===== config.mk =====
export PLATFORM = sky130hd
export DESIGN_NAME = ewss_write_strobe
export DESIGN_NICKNAME = d
export VERILOG_FILES = /design/src/hw/ewss_pkg.sv /design/src/hw/ewss_write_strobe.sv
export VERILOG_INCLUDE_DIRS = /design/src /design/src/hw
export SDC_FILE = /design/constraint.sdc
export NUM_CORES = 1
export LEC_CHECK = 0
export BUFFER_PORTS_ARGS = -buffer_cell sky130_fd_sc_hd__buf_2
export CELL_PAD_IN_SITES_DETAIL_PLACEMENT = 0
export CELL_PAD_IN_SITES_GLOBAL_PLACEMENT = 2
export CORE_MARGIN = 5
export CORE_UTILIZATION = 30
export DETAILED_ROUTE_END_ITERATION = 16
export PLACE_DENSITY_LB_ADDON = 0.1
export REMOVE_ABC_BUFFERS = 1
export SETUP_SLACK_MARGIN = 0.05
export SLEW_MARGIN = 20
export SYNTH_ARGS = -nofsm -noshare
export SYNTH_HDL_FRONTEND = slang
export SYNTH_SLANG_ARGS = --single-unit

===== constraint.sdc =====
create_clock -name mclk -period 3.13 [get_ports mclk]
set_input_delay 0.626 -clock mclk [delete_from_list [all_inputs] [get_ports mclk]]
set_output_delay 0.626 -clock mclk [all_outputs]
set_load 0.01 [all_outputs]

===== src/hw/ewss_defs.svh =====
`ifndef EWSS_DEFS_SVH
`define EWSS_DEFS_SVH

// Strobe levels
`define EWSS_STROBE_IDLE 1'h1
`define EWSS_STROBE_ACT  1'h0
// Byte enable encoding {high, low}
`define EWSS_BE_WIDTH    2
`define EWSS_BE_LOW      2'h1
`define EWSS_BE_HIGH     2'h2
`define EWSS_BE_WORD     2'h3

`endif


===== src/hw/ewss_pkg.sv =====
package ewss_pkg;
	typedef enum logic [2:0] {
		EWSS_IDLE  = 3'b001,
		EWSS_WIDTH = 3'b010,
		EWSS_WRITE = 3'b100
	} ewss_state_e;
endpackage


===== src/hw/ewss_write_strobe.sv =====
`include "ewss_defs.svh"

// Function
// - Single write strobe low only during an external write, otherwise high.
// - Port five bit two pin carries single strobe when style bit set, else low strobe.
// - Port five bit five pin carries byte high enable when style bit set, else high strobe.
// - Sixteen-bit cycles assert high strobe for high-byte and word writes.
// - Eight-bit cycles assert high strobe on every write.
// - Sixteen-bit cycles assert low strobe for low-byte and word writes.
// - Eight-bit cycles assert low strobe on every write.
// - All timing runs from the oscillator-derived internal clock.
module ewss_write_strobe
	import ewss_pkg::*;
#(
	parameter int unsigned BE_WIDTH = `EWSS_BE_WIDTH
)
(
	input  wire logic                       mclk,
	input  wire logic                       srst,
	input  wire logic                       clk_en,
	input  wire logic                       wr_req,
	input  wire logic [BE_WIDTH-1:0]        wr_byte_en,
	input  wire logic                       bus_16bit,
	input  wire logic                       write_strobe_style_bit,
	output logic                            port_five_bit_two,
	output logic                            port_five_bit_five,
	output logic                            wr_busy
);

	////////////////////////////////////////////////////////////////////////////////
	// Cycle sequencer

	ewss_state_e                  state_q;
	ewss_state_e                  state_d;
	logic                         wide_q;
	logic                         wide_d;
	logic [BE_WIDTH-1:0]          be_q;
	logic [BE_WIDTH-1:0]          be_d;
	logic                         pin_two_q;
	logic                         pin_two_d;
	logic                         pin_five_q;
	logic                         pin_five_d;
	logic                         strobe_on;
	logic                         hi_on;
	logic                         lo_on;
	logic                         busy_d;
	logic                         take;

	////////////////////////////////////////////////////////////////////////////////
	// Parameter check

	if (BE_WIDTH != 2) begin : g_bad_width
		$error("byte enable width must be two");
	end

	////////////////////////////////////////////////////////////////////////////////
	// Helpers

	function automatic logic strobe_level(input logic active);
		return active ? `EWSS_STROBE_ACT : `EWSS_STROBE_IDLE;
	endfunction

	function automatic logic lane_on(input logic wide, input logic lane);
		return !wide || lane;
	endfunction

	// Request with a nonempty byte set
	assign take = wr_req && (wr_byte_en != '0);

	always_comb begin
		state_d = state_q;
		wide_d  = wide_q;
		be_d    = be_q;
		unique case (state_q)
			EWSS_IDLE: begin
				if (take) begin
					wide_d  = bus_16bit;
					be_d    = wr_byte_en;
					state_d = EWSS_WIDTH;
				end
			end
			EWSS_WIDTH: begin
				state_d = EWSS_WRITE;
			end
			EWSS_WRITE: begin
				state_d = EWSS_IDLE;
			end
		endcase
	end

	////////////////////////////////////////////////////////////////////////////////
	// Strobe and pin selection

	always_comb begin
		strobe_on = (state_d == EWSS_WRITE);
		busy_d    = (state_d != EWSS_IDLE);
		hi_on     = strobe_on && lane_on(wide_d, be_d[1]);
		lo_on     = strobe_on && lane_on(wide_d, be_d[0]);
		if (write_strobe_style_bit) begin
			pin_two_d  = strobe_level(strobe_on);
			pin_five_d = strobe_level(busy_d && wide_d && be_d[1]);
		end else begin
			pin_two_d  = strobe_level(lo_on);
			pin_five_d = strobe_level(hi_on);
		end
	end

	always_ff @(posedge mclk) begin
		if (srst) begin
			state_q    <= EWSS_IDLE;
			wide_q     <= 1'b0;
			be_q       <= 2'h0;
			pin_two_q  <= `EWSS_STROBE_IDLE;
			pin_five_q <= `EWSS_STROBE_IDLE;
			wr_busy    <= 1'b0;
		end else if (clk_en) begin
			state_q    <= state_d;
			wide_q     <= wide_d;
			be_q       <= be_d;
			pin_two_q  <= pin_two_d;
			pin_five_q <= pin_five_d;
			wr_busy    <= busy_d;
		end
	end

	assign port_five_bit_two  = pin_two_q;
	assign port_five_bit_five = pin_five_q;

	////////////////////////////////////////////////////////////////////////////////
	// Checks

	logic is_write;
	assign is_write = (state_q == EWSS_WRITE);

	a_single_strobe_only: assert property (@(posedge mclk) disable iff (srst)
		write_strobe_style_bit |-> (port_five_bit_two == !is_write))
		else $error("single strobe not tied to write phase");

	a_idle_pins_high: assert property (@(posedge mclk) disable iff (srst)
		(state_q == EWSS_IDLE) |-> (port_five_bit_two && port_five_bit_five))
		else $error("strobe active outside a write");

	a_narrow_high_strobe: assert property (@(posedge mclk) disable iff (srst)
		(is_write && !wide_q && !write_strobe_style_bit) |-> !port_five_bit_five)
		else $error("high strobe missing in narrow cycle");

	a_narrow_low_strobe: assert property (@(posedge mclk) disable iff (srst)
		(is_write && !wide_q && !write_strobe_style_bit) |-> !port_five_bit_two)
		else $error("low strobe missing in narrow cycle");

	a_wide_high_strobe: assert property (@(posedge mclk) disable iff (srst)
		(is_write && wide_q && !write_strobe_style_bit) |-> (port_five_bit_five == !be_q[1]))
		else $error("high strobe wrong in wide cycle");

	a_wide_low_strobe: assert property (@(posedge mclk) disable iff (srst)
		(is_write && wide_q && !write_strobe_style_bit) |-> (port_five_bit_two == !be_q[0]))
		else $error("low strobe wrong in wide cycle");

	a_byte_high_en: assert property (@(posedge mclk) disable iff (srst)
		(is_write && write_strobe_style_bit) |-> (port_five_bit_five == !(wide_q && be_q[1])))
		else $error("byte high enable wrong");

	a_narrow_bhe_high: assert property (@(posedge mclk) disable iff (srst)
		(write_strobe_style_bit && !wide_q) |-> port_five_bit_five)
		else $error("byte high enable low in narrow cycle");

	a_width_held: assert property (@(posedge mclk) disable iff (srst || !clk_en)
		(state_q == EWSS_WIDTH) |=> (is_write && $stable(wide_q)))
		else $error("width changed before strobe");

	a_setup_no_strobe: assert property (@(posedge mclk) disable iff (srst)
		(state_q == EWSS_WIDTH) |->
		(port_five_bit_two && (write_strobe_style_bit || port_five_bit_five)))
		else $error("strobe active before width settled");

	a_take_width_phase: assert property (@(posedge mclk) disable iff (srst)
		(state_q == EWSS_IDLE && take && clk_en) |=> (state_q == EWSS_WIDTH))
		else $error("request not taken into setup");

	a_busy_on_take: assert property (@(posedge mclk) disable iff (srst)
		(state_q == EWSS_IDLE && take && clk_en) |=> wr_busy)
		else $error("busy missing after request");

	a_empty_refused: assert property (@(posedge mclk) disable iff (srst)
		(state_q == EWSS_IDLE && !take && clk_en) |=> (state_q == EWSS_IDLE))
		else $error("write started without request");

	a_sequence_len: assert property (@(posedge mclk) disable iff (srst || !clk_en)
		(state_q == EWSS_IDLE && take) |=> ##1 is_write ##1
		(state_q == EWSS_IDLE))
		else $error("write sequence length wrong");

	a_strobe_one_cycle: assert property (@(posedge mclk) disable iff (srst)
		(is_write && clk_en) |=> !is_write)
		else $error("write phase too long");

	a_low_pin_release: assert property (@(posedge mclk) disable iff (srst)
		(is_write && clk_en) |=> port_five_bit_two)
		else $error("pin two not released after write");

	a_high_pin_release: assert property (@(posedge mclk) disable iff (srst)
		(is_write && clk_en) |=> port_five_bit_five)
		else $error("pin five not released after write");

	a_freeze_pins: assert property (@(posedge mclk) disable iff (srst)
		!clk_en |=> ($stable(port_five_bit_two) && $stable(port_five_bit_five)))
		else $error("pins moved while frozen");

	a_freeze_state: assert property (@(posedge mclk) disable iff (srst)
		!clk_en |=> ($stable(state_q) && $stable(wr_busy)))
		else $error("sequence moved while frozen");

	a_reset_pins: assert property (@(posedge mclk)
		srst |=> (port_five_bit_two && port_five_bit_five && !wr_busy))
		else $error("pins not idle after reset");

	////////////////////////////////////////////////////////////////////////////////
	// Coverage

	c_wide_word: cover property (@(posedge mclk) is_write && wide_q && be_q == `EWSS_BE_WORD);
	c_wide_high: cover property (@(posedge mclk) is_write && wide_q && be_q == `EWSS_BE_HIGH);
	c_narrow_low: cover property (@(posedge mclk) is_write && !wide_q && be_q == `EWSS_BE_LOW);
	c_single_style: cover property (@(posedge mclk) is_write && write_strobe_style_bit);
	c_frozen_write: cover property (@(posedge mclk) is_write && !clk_en);

endmodule


== After elaboration in Yosys (flattened, before gate mapping) ==
Index checks and enable logic that the tools add are counted.

* Flip-flop bits (word level): 9
* Output and inout bits: 3
* Input bits: 8

* Reductions and logical operators: 9
* Muxes and demuxes: 12
* Eq/ne operators: 5

{| class="wikitable"
|+ Operator list
! operator !! number
|-
| $pmux 3 s3 || 1
|-
| $mux 1 || 8
|-
| $eq 3x3->1 const B || 2
|-
| $logic_and 1x1->1 || 5
|-
| $mux 2 || 2
|-
| $eq 3x1->1 const B || 1
|-
| $eq 3x2->1 const B || 1
|-
| $mux 3 || 1
|-
| $ne 3x1->1 const B || 1
|-
| $logic_or 1x1->1 || 2
|-
| $reduce_bool 2->1 || 1
|-
| $logic_not 1->1 || 1
|}

== Logic depth before layout (Yosys ltp) ==
Gate-level depths: netlist of the first run.

* Depth in word-level cells: 9
* Gate-level depth with buffers: 5

== Least setup slack after synthesis of the first run ==
No wires, ideal clock.

* Path type: input-to-reg
* Start: input port wr_req
* End: register pin_two_q, in the netlist port_five_bit_two
* Path slack: 1.734 ns
* Data arrival time: 1.275 ns
* Cell stages on the path: 4
* Cells stage by stage: and4bb_2 and4b_1 a31oi_1 o31ai_2

* Longest elaborated chain between the ends: 8
* Elaborated cells on any way between the ends: 14
* Those cells by class: 1 x eq/ne; 9 x mux; 4 x reduce/logical

{| class="wikitable"
|+ Ends and longest elaborated chain
! what !! line !! source
|-
| start: declaration || ewss_write_strobe.sv:21 || <nowiki>input wire logic wr_req,</nowiki>
|-
| $logic_and 1x1->1 * || ewss_write_strobe.sv:68 || <nowiki>assign take = wr_req && (wr_byte_en != '0);</nowiki>
|-
| parallel branches: the longest is 6 deep, another holds $mux 3 || - ||
|-
| $mux 1 * || ewss_write_strobe.sv:99 || <nowiki>if (write_strobe_style_bit) begin</nowiki>
|-
| end signal: assignment || ewss_write_strobe.sv:113 || <nowiki>pin_two_q <= `EWSS_STROBE_IDLE;</nowiki>
|-
| end signal: assignment || ewss_write_strobe.sv:120 || <nowiki>pin_two_q <= pin_two_d;</nowiki>
|-
| end: declaration || ewss_write_strobe.sv:39 || <nowiki>logic pin_two_q;</nowiki>
|}

Every way passes the cells marked *.
A chain may end at the register's enable or synchronous reset.

== Final worst setup path of the first run ==
* Start: register state_q[2]
* End: register pin_two_q, in the netlist port_five_bit_two

* Longest elaborated chain between the ends: 7
* Elaborated cells on any way between the ends: 14
* Those cells by class: 4 x eq/ne; 7 x mux; 3 x reduce/logical

{| class="wikitable"
|+ Ends and longest elaborated chain
! what !! line !! source
|-
| start: declaration || ewss_write_strobe.sv:33 || <nowiki>ewss_state_e state_q;</nowiki>
|-
| start signal: assignment || ewss_write_strobe.sv:117 || <nowiki>state_q <= state_d;</nowiki>
|-
| parallel branches: the longest is 6 deep, another holds $eq 3x3->1 || - ||
|-
| $mux 1 * || ewss_write_strobe.sv:99 ||
|}

Marked as above.

==> results by group, run 1 <==
Run status
  – Status: completed

Setup path
  – Required time worst endpoint: 3270 ps
  – WS Path Type: flip-flop to flip-flop
  – Reg2reg start: state_q[2]$_SDFFE_PP0P_
  – CP top delay family: simple AND/OR/NAND/NOR gates
  – Startpoint Class: flip-flop
  – R2R Setup Slk: roughly 1800 ps
  – R2r worst-path depth: 4
  – CP Max Fanout: 9
  – CP cell instances: and4bb_2, and4b_1, a31oi_1, o31ai_2
  – CP Launch Point: state_q[2]$_SDFFE_PP0P_
  – Worst R2R End: port_five_bit_two$_SDFFE_PP1P_
  – Data arrival, critical path: 1500 ps
  – Setup crit end kind: flip-flop
  – WP buf/inv: 0
  – Max stage delay cell, worst path: dfxtp_1
  – CP peak stage delay: 460 ps

Drt
  – Pre-antenna DRT Iters: 6
  – Routed WL per cell: 12.5 um
  – Remaining DRCs: 0
  – Routed Antenna Nets: 0
  – 1st-iter DRT viols: 12
  – Vias per std cell: 5.15
  – Detailed Route WL: 1090 um
  – Via count: 448

Place
  – Port bufs: 10
  – DP Area: 546 sq um
  – Detailed Place HPWL: 839 um
  – Routability congestion estimate: 0.686
  – Inst Count DP: 83
  – Pre-CTS setup slack: between 1500 and 2000 ps

Clocking
  – H-Tree Depth: 1
  – CTS tree: done
  – PostCTS Resize Cnt: 0
  – # clock sinks: 9
  – Clk_lat worst skew: approximately 260 ps
  – TritonCTS buffer count: 3
  – CTS clk-pin slew, worst paths: 70 ps
  – Clk buf depth: 2
  – Setup bufs post-CTS: 0
  – Root buffer cell: clkbuf_4
  – Cts hold-fix bufs: 0

Timing
  – RSZ-0062 raised after global routing: false
  – Setup TNS: 0 ps
  – Final Max Tran Viols: 0
  – Period utilisation layout: 0.434
  – # setup viols final: 0
  – Final worst slack: 1770 ps
  – Setup Skew: ~4.8 ps
  – Tightest Pin Transition: ~330 ps
  – Min Tclk post-route: about 1400 ps
  – Achievable Freq: approximately 0.74 GHz
  – Final hold vios: 0
  – Slew Limit Headroom: 0.777

Pwr
  – Pwr Density: 451 nW/um^2
  – Total power: 0.000258 W
  – P_leak: 0.227 nW
  – Max VDD drop: 169 uV

Final layout
  – Share of cells above drive strength 1: 0.239
  – Post-Layout Cell Count: 87
  – Layout Nets: 80
  – Area grow syn2layout: 15.7%
  – Diodes inserted: 0
  – Design Area, Final: 572 sq um

Yosys
  – Unique cell type count in the Yosys netlist: 25
  – Synth async-reset ratio: 0
  – Top cells by count, synth: dfxtp_1, nor2_1, a21oi_1
  – Number of synthesized flops with an enable pin: 0
  – Top FF cell, synth: dfxtp_1
  – Yosys warns: 0
  – Ranking of synthesized cells by area: dfxtp_1, a21oi_1, nor2_1
  – Synth Register Bits: 9
  – Share of the synthesized area in the top cell type: 0.365
  – Post-Syn Area per Cell: 8.24 sq um
  – Sequential share of the synthesized area: 0.365
  – Post-synthesis cell count: 60
  – Most frequent cell after synthesis: dfxtp_1
  – Post-synth design cell area: 494 sq um
  – Largest area contributor in the netlist: dfxtp_1

Worst hold path
  – WHS Path Cells: 2
  – HP Class: flip-flop to flip-flop
  – Hold worst-path end: be_q[0]$_SDFFE_PP0P_
  – HP Start: be_q[0]$_SDFFE_PP0P_

Die
  – Chip width: 50.6 um
  – Die Y-Extent: 50.6 um
  – I/O pin count: 11
  – Starting Density: 0.321
  – Num rows: 14
  – CORE AREA: roughly 1500 sq um
  – Die area: between 2000 and 3000 sq um

Global routing
  – First-pass GRT wire length: 1770 um
  – Vias in the first global route: around 400
  – Pin count of the biggest net entering global routing: 14
  – Initial antenna violation count: 0
  – Overflow after GRT: 0
  – All-Layer GR Usage: 0.0872

Flow run
  – MaxCap Viol Count: 0
[flip-flops by register name, indices dropped and copies added, names as in the netlist]
signal and cells:
state_q 3, be_q 2, port_five_bit_five 1, port_five_bit_two 1
wide_q 1, wr_busy 1
[cells in the final DEF (no fill, tap or decap), types with 2 or more instances in the layout]
| master | netlist | final |
|---|---|---|
| dfxtp_1 | 9 | 9 |
| mux2i_1 | 2 | 2 |
| clkbuf_4 | 0 | 3 |
| inv_1 | 3 | 3 |
| o21ai_0 | 2 | 2 |
| a21oi_1 | 6 | 6 |
| o21a_1 | 2 | 2 |
| a31oi_1 | 2 | 2 |
| buf_2 | 0 | 10 |
| nor2b_1 | 4 | 4 |
| nor2_1 | 8 | 8 |
| nand2_1 | 5 | 5 |
| nand3_1 | 2 | 2 |
[power breakdown]
group | switching (W) | total (W) | internal, W
clock | 0.0000417 | 0.0000908 | 0.0000491
combinational | 0.0000223 | 0.0000405 | 0.0000182
sequential | 0.00000611 | 0.000127 | 0.000120
[cell type report]
class,count,area [sq um]
clock buffers,4,26.3
fillers,167,970
inverters,3,11.3
repair buffers,10,50.0
well taps,16,20.0
multi-input cells,45,284
flip-flops and latches,9,180
[worst register-to-register path, cell delays in order, from the launching register on]
cell and delay (ps):
dfxtp_1 460, and4bb_2 330, and4b_1 200, a31oi_1 200
o31ai_2 70
[kinds of logic after synthesis]
family                 count (synthesis)  synth area share
and+or+nand+nor                       22             0.228
AOI/OAI and AO/OA                     20             0.284
DFF                                    9             0.365
buffers and inverters                  6            0.0608
muxes                                  3            0.0633
[through the flow]
step	hold WS (ps)	util
after floorplan	430	-
after global placement	446	0.354
after detailed placement	453	0.354
after CTS	461	0.371
after global routing	482	0.371
final	455	0.371
[routing by layer]
metal / share of wire / up-vias / GRT usage
met5: 0 / - / 0
met4: 0 / 0 / 0.0383
met3: 0.075 / 0 / 0.0325
met2: 0.38 / 13 / 0.103
met1: 0.54 / 193 / 0.134
li1: - / 242 / -
[how the worst max path moves through the flow]
stage / endpoint / slack, ps / depth (start not counted)
finish: port_five_bit_two$_SDFFE_PP1P_ / 1770 / 4
global route: port_five_bit_five$_SDFFE_PP1P_ / 1690 / 4
CTS: wide_q$_SDFFE_PP0P_ / 1770 / 4
detailed placement: wr_busy$_SDFFE_PP0P_ / 1530 / 5
global placement: wr_busy$_SDFFE_PP0P_ / 1520 / 5
floorplan: port_five_bit_two$_SDFFE_PP1P_ / 1730 / 4
Power figures use the tool's default switching activity.
==> run 2, diff against run 1 <==
--- a/config.mk
+++ b/config.mk
@@ -10,7 +10,7 @@
 export CELL_PAD_IN_SITES_DETAIL_PLACEMENT = 0
 export CELL_PAD_IN_SITES_GLOBAL_PLACEMENT = 2
 export CORE_MARGIN = 5
-export CORE_UTILIZATION = 30
+export CORE_UTILIZATION = 28
 export DETAILED_ROUTE_END_ITERATION = 16
 export PLACE_DENSITY_LB_ADDON = 0.1
 export REMOVE_ABC_BUFFERS = 1
==> constraint.sdc (replaced) <==
create_clock -name mclk -period 1.41 [get_ports mclk]
set_input_delay 0.282 -clock mclk [delete_from_list [all_inputs] [get_ports mclk]]
set_output_delay 0.282 -clock mclk [all_outputs]
set_load 0.01 [all_outputs]
==> run 2 against run 1 <==
Register-to-register slack lost 1600 ps. Non-clock buffer count up 3. Worst setup slack got worse by 1600 ps. Critical endpoint unchanged. Die area up 5.7%. Critical path depth is the same. Combinational power grew to 2.5 times the previous value. Clock skew fell by 2.0 ps. Wire length is 9.8% higher. Count of clock-buffer cells in the layout did not move. Global-route usage rose by 1.2 points. Flip-flop and latch count unchanged. First-iteration DRC count up 8.3%.
==> results by group, run 2 (synthesis results as in run 1) <==
Final layout
  – Most common cell after layout, fill and taps aside: buf_2 (unchanged)
  – Share of cells above drive strength 1: 0.284 (was 0.239)
  – Most frequent cells in the layout: buf_2, nor2_1, dfxtp_1 (was buf_2, dfxtp_1, nor2_1)
  – Finished Core Util: 0.355 (was 0.371)
  – Diodes inserted: 0 (unchanged)
  – Most flops, register: state_q (unchanged)
  – Post-Layout Cell Count: 99 (was 87)
  – Biggest regs: state_q (3), be_q (2) (unchanged)
  – Max reg flops: 3 (unchanged)
  – Layout Nets: 83 (was 80)
  – Area grow syn2layout: 22.8% (was 15.7%)

Clocking
  – H-Tree Depth: 1 (unchanged)
  – # clock sinks: 9 (unchanged)
  – CTS clk-pin slew, worst paths: 70 ps (about the same)
  – Clk_lat worst skew: 260 ps (about the same)
  – TritonCTS buffer count: 3 (unchanged)
  – CTS tree: done (unchanged)
  – Cts hold-fix bufs: 0 (unchanged)
  – Root buffer cell: clkbuf_4 (unchanged)
  – PostCTS Resize Cnt: 0 (unchanged)
  – Setup bufs post-CTS: 0 (unchanged)
  – Clk buf depth: 2 (unchanged)

Die
  – Starting Density: 0.289 (was 0.321)
  – Die area: 2710 sq um (was 2560 sq um)
  – CORE AREA: 1710 sq um (was 1540 sq um)
  – Die Y-Extent: 52.0 um (was 50.6 um)
  – Num rows: 15 (was 14)
  – Chip width: 52.0 um (was 50.6 um)
  – I/O pin count: 11 (unchanged)

Place
  – Port bufs: 10 (unchanged)
  – Detailed Place HPWL: 916 um (was 839 um)
  – Inst Count DP: 95 (was 83)
  – Routability congestion estimate: 0.782 (was 0.686)

Setup path
  – CP Max Fanout: 6 (was 9)
  – WS Path Type: flip-flop to flip-flop (unchanged)
  – Startpoint Class: flip-flop (unchanged)
  – Required time worst endpoint: 1560 ps (was 3270 ps)
  – Setup crit end kind: flip-flop (unchanged)
  – CP cell instances: and4bb_2, and4b_1, a31oi_1, o31ai_2 (unchanged)
  – CP peak stage delay: 350 ps (was 460 ps)
  – Max stage delay cell, worst path: dfxtp_2 (was dfxtp_1)
  – Data arrival, critical path: 1400 ps (was 1500 ps)

Timing
  – Achievable Freq: 0.804 GHz (was 0.737 GHz)
  – Setup Skew: 2.86 ps (was 4.82 ps)
  – Tightest Pin Transition: 308 ps (was 333 ps)
  – Hold Slack: 257 ps (was 455 ps)
  – # setup viols final: 0 (unchanged)
  – Final Max Tran Viols: 0 (unchanged)
  – Final hold vios: 0 (unchanged)
  – Slew Limit Headroom: 0.794 (was 0.777)
  – Period utilisation layout: 0.882 (was 0.434)
  – Min Tclk post-route: 1240 ps (was 1360 ps)
  – Setup TNS: 0 ps (unchanged)
  – RSZ-0062 raised after global routing: false (unchanged)

Global routing
  – Initial antenna violation count: 0 (unchanged)
  – First-pass GRT wire length: 1910 um (was 1770 um)
  – Vias in the first global route: 426 (was 403)
  – All-Layer GR Usage: 0.0990 (was 0.0872)
  – Pin count of the biggest net entering global routing: 14 (unchanged)
  – Overflow after GRT: 0 (unchanged)

Worst hold path
  – HP Class: primary input to flip-flop (was flip-flop to flip-flop)

Drt
  – Pre-antenna DRT Iters: 4 (was 6)
  – Detailed Route WL: 1200 um (was 1090 um)
  – 1st-iter DRT viols: 13 (was 12)
  – Via count: 460 (was 448)
  – Vias per std cell: 4.65 (was 5.15)
  – Remaining DRCs: 0 (unchanged)
  – Routed Antenna Nets: 0 (unchanged)
  – Routed WL per cell: 12.1 um (was 12.5 um)

Pwr
  – Max VDD drop: 378 uV (was 169 uV)
  – Pwr Density: 966 nW/um^2 (was 451 nW/um^2)
  – P_leak: 0.242 nW (was 0.227 nW)

Run status
  – Status: completed (unchanged)

Flow run
  – MaxCap Viol Count: 0 (unchanged)
-- run 2: where the power goes --
| group | leakage [nW] | switching [W] | internal, W |
|---|---|---|---|
| Sequential | 0.0733 | 0.00000879 | 0.000268 |
| Combinational | 0.154 | 0.0000565 | 0.0000468 |
| Clock | 0.0150 | 0.0000972 | 0.000109 |
| Total | 0.242 | 0.000162 | 0.000424 |
-- run 2: worst max-delay path, delay by kind of cell (launching register included) --
| kind | cells | cell delay (ps) |
|---|---|---|
| AND/OR/NAND/NOR | 2 | 490 |
| AO/OA/AOI/OAI | 2 | 290 |
| flip-flops | 1 | 350 |
-- run 2: final cells by class --
| type | instances | area [sq um] |
|---|---|---|
| Sequential cell | 9 | 181 |
| Tap cell | 25 | 31.3 |
| Timing Repair Buffer | 13 | 72.6 |
| Inverter | 3 | 11.3 |
| Multi-Input combinational cell | 45 | 284 |
| Fill cell | 197 | 1100 |
| Clock buffer | 4 | 26.3 |
-- run 2: worst paths after layout --
check	start	depth (start not counted)	slack [ps]	to
hold / removal	write_strobe_style_bit	2	260	port_five_bit_two$_SDFFE_PP1P_
hold reg to reg	be_q[0]$_SDFFE_PP0P_	2	460	be_q[0]$_SDFFE_PP0P_
setup / recovery	state_q[0]$_SDFFE_PP1P_	4	170	port_five_bit_two$_SDFFE_PP1P_
setup reg to reg	state_q[0]$_SDFFE_PP1P_	4	170	port_five_bit_two$_SDFFE_PP1P_
-- run 2: metal layers --
| layer | wire length [um] | track usage |
|---|---|---|
| met2 | 463 | 0.119 |
| met3 | 74 | 0.0287 |
| met5 | 0 | 0 |
| met4 | 12 | 0.0655 |
| met1 | 644 | 0.145 |
-- run 2: stage by stage --
stage	power (W)	worst slack (ps)	area (sq um)
floorplan	0.000338	184	475
global placement	0.000388	97.6	579
detailed placement	0.000385	116	579
CTS	0.000596	98.2	606
global route	0.000622	90.3	607
finish	0.000586	167	607
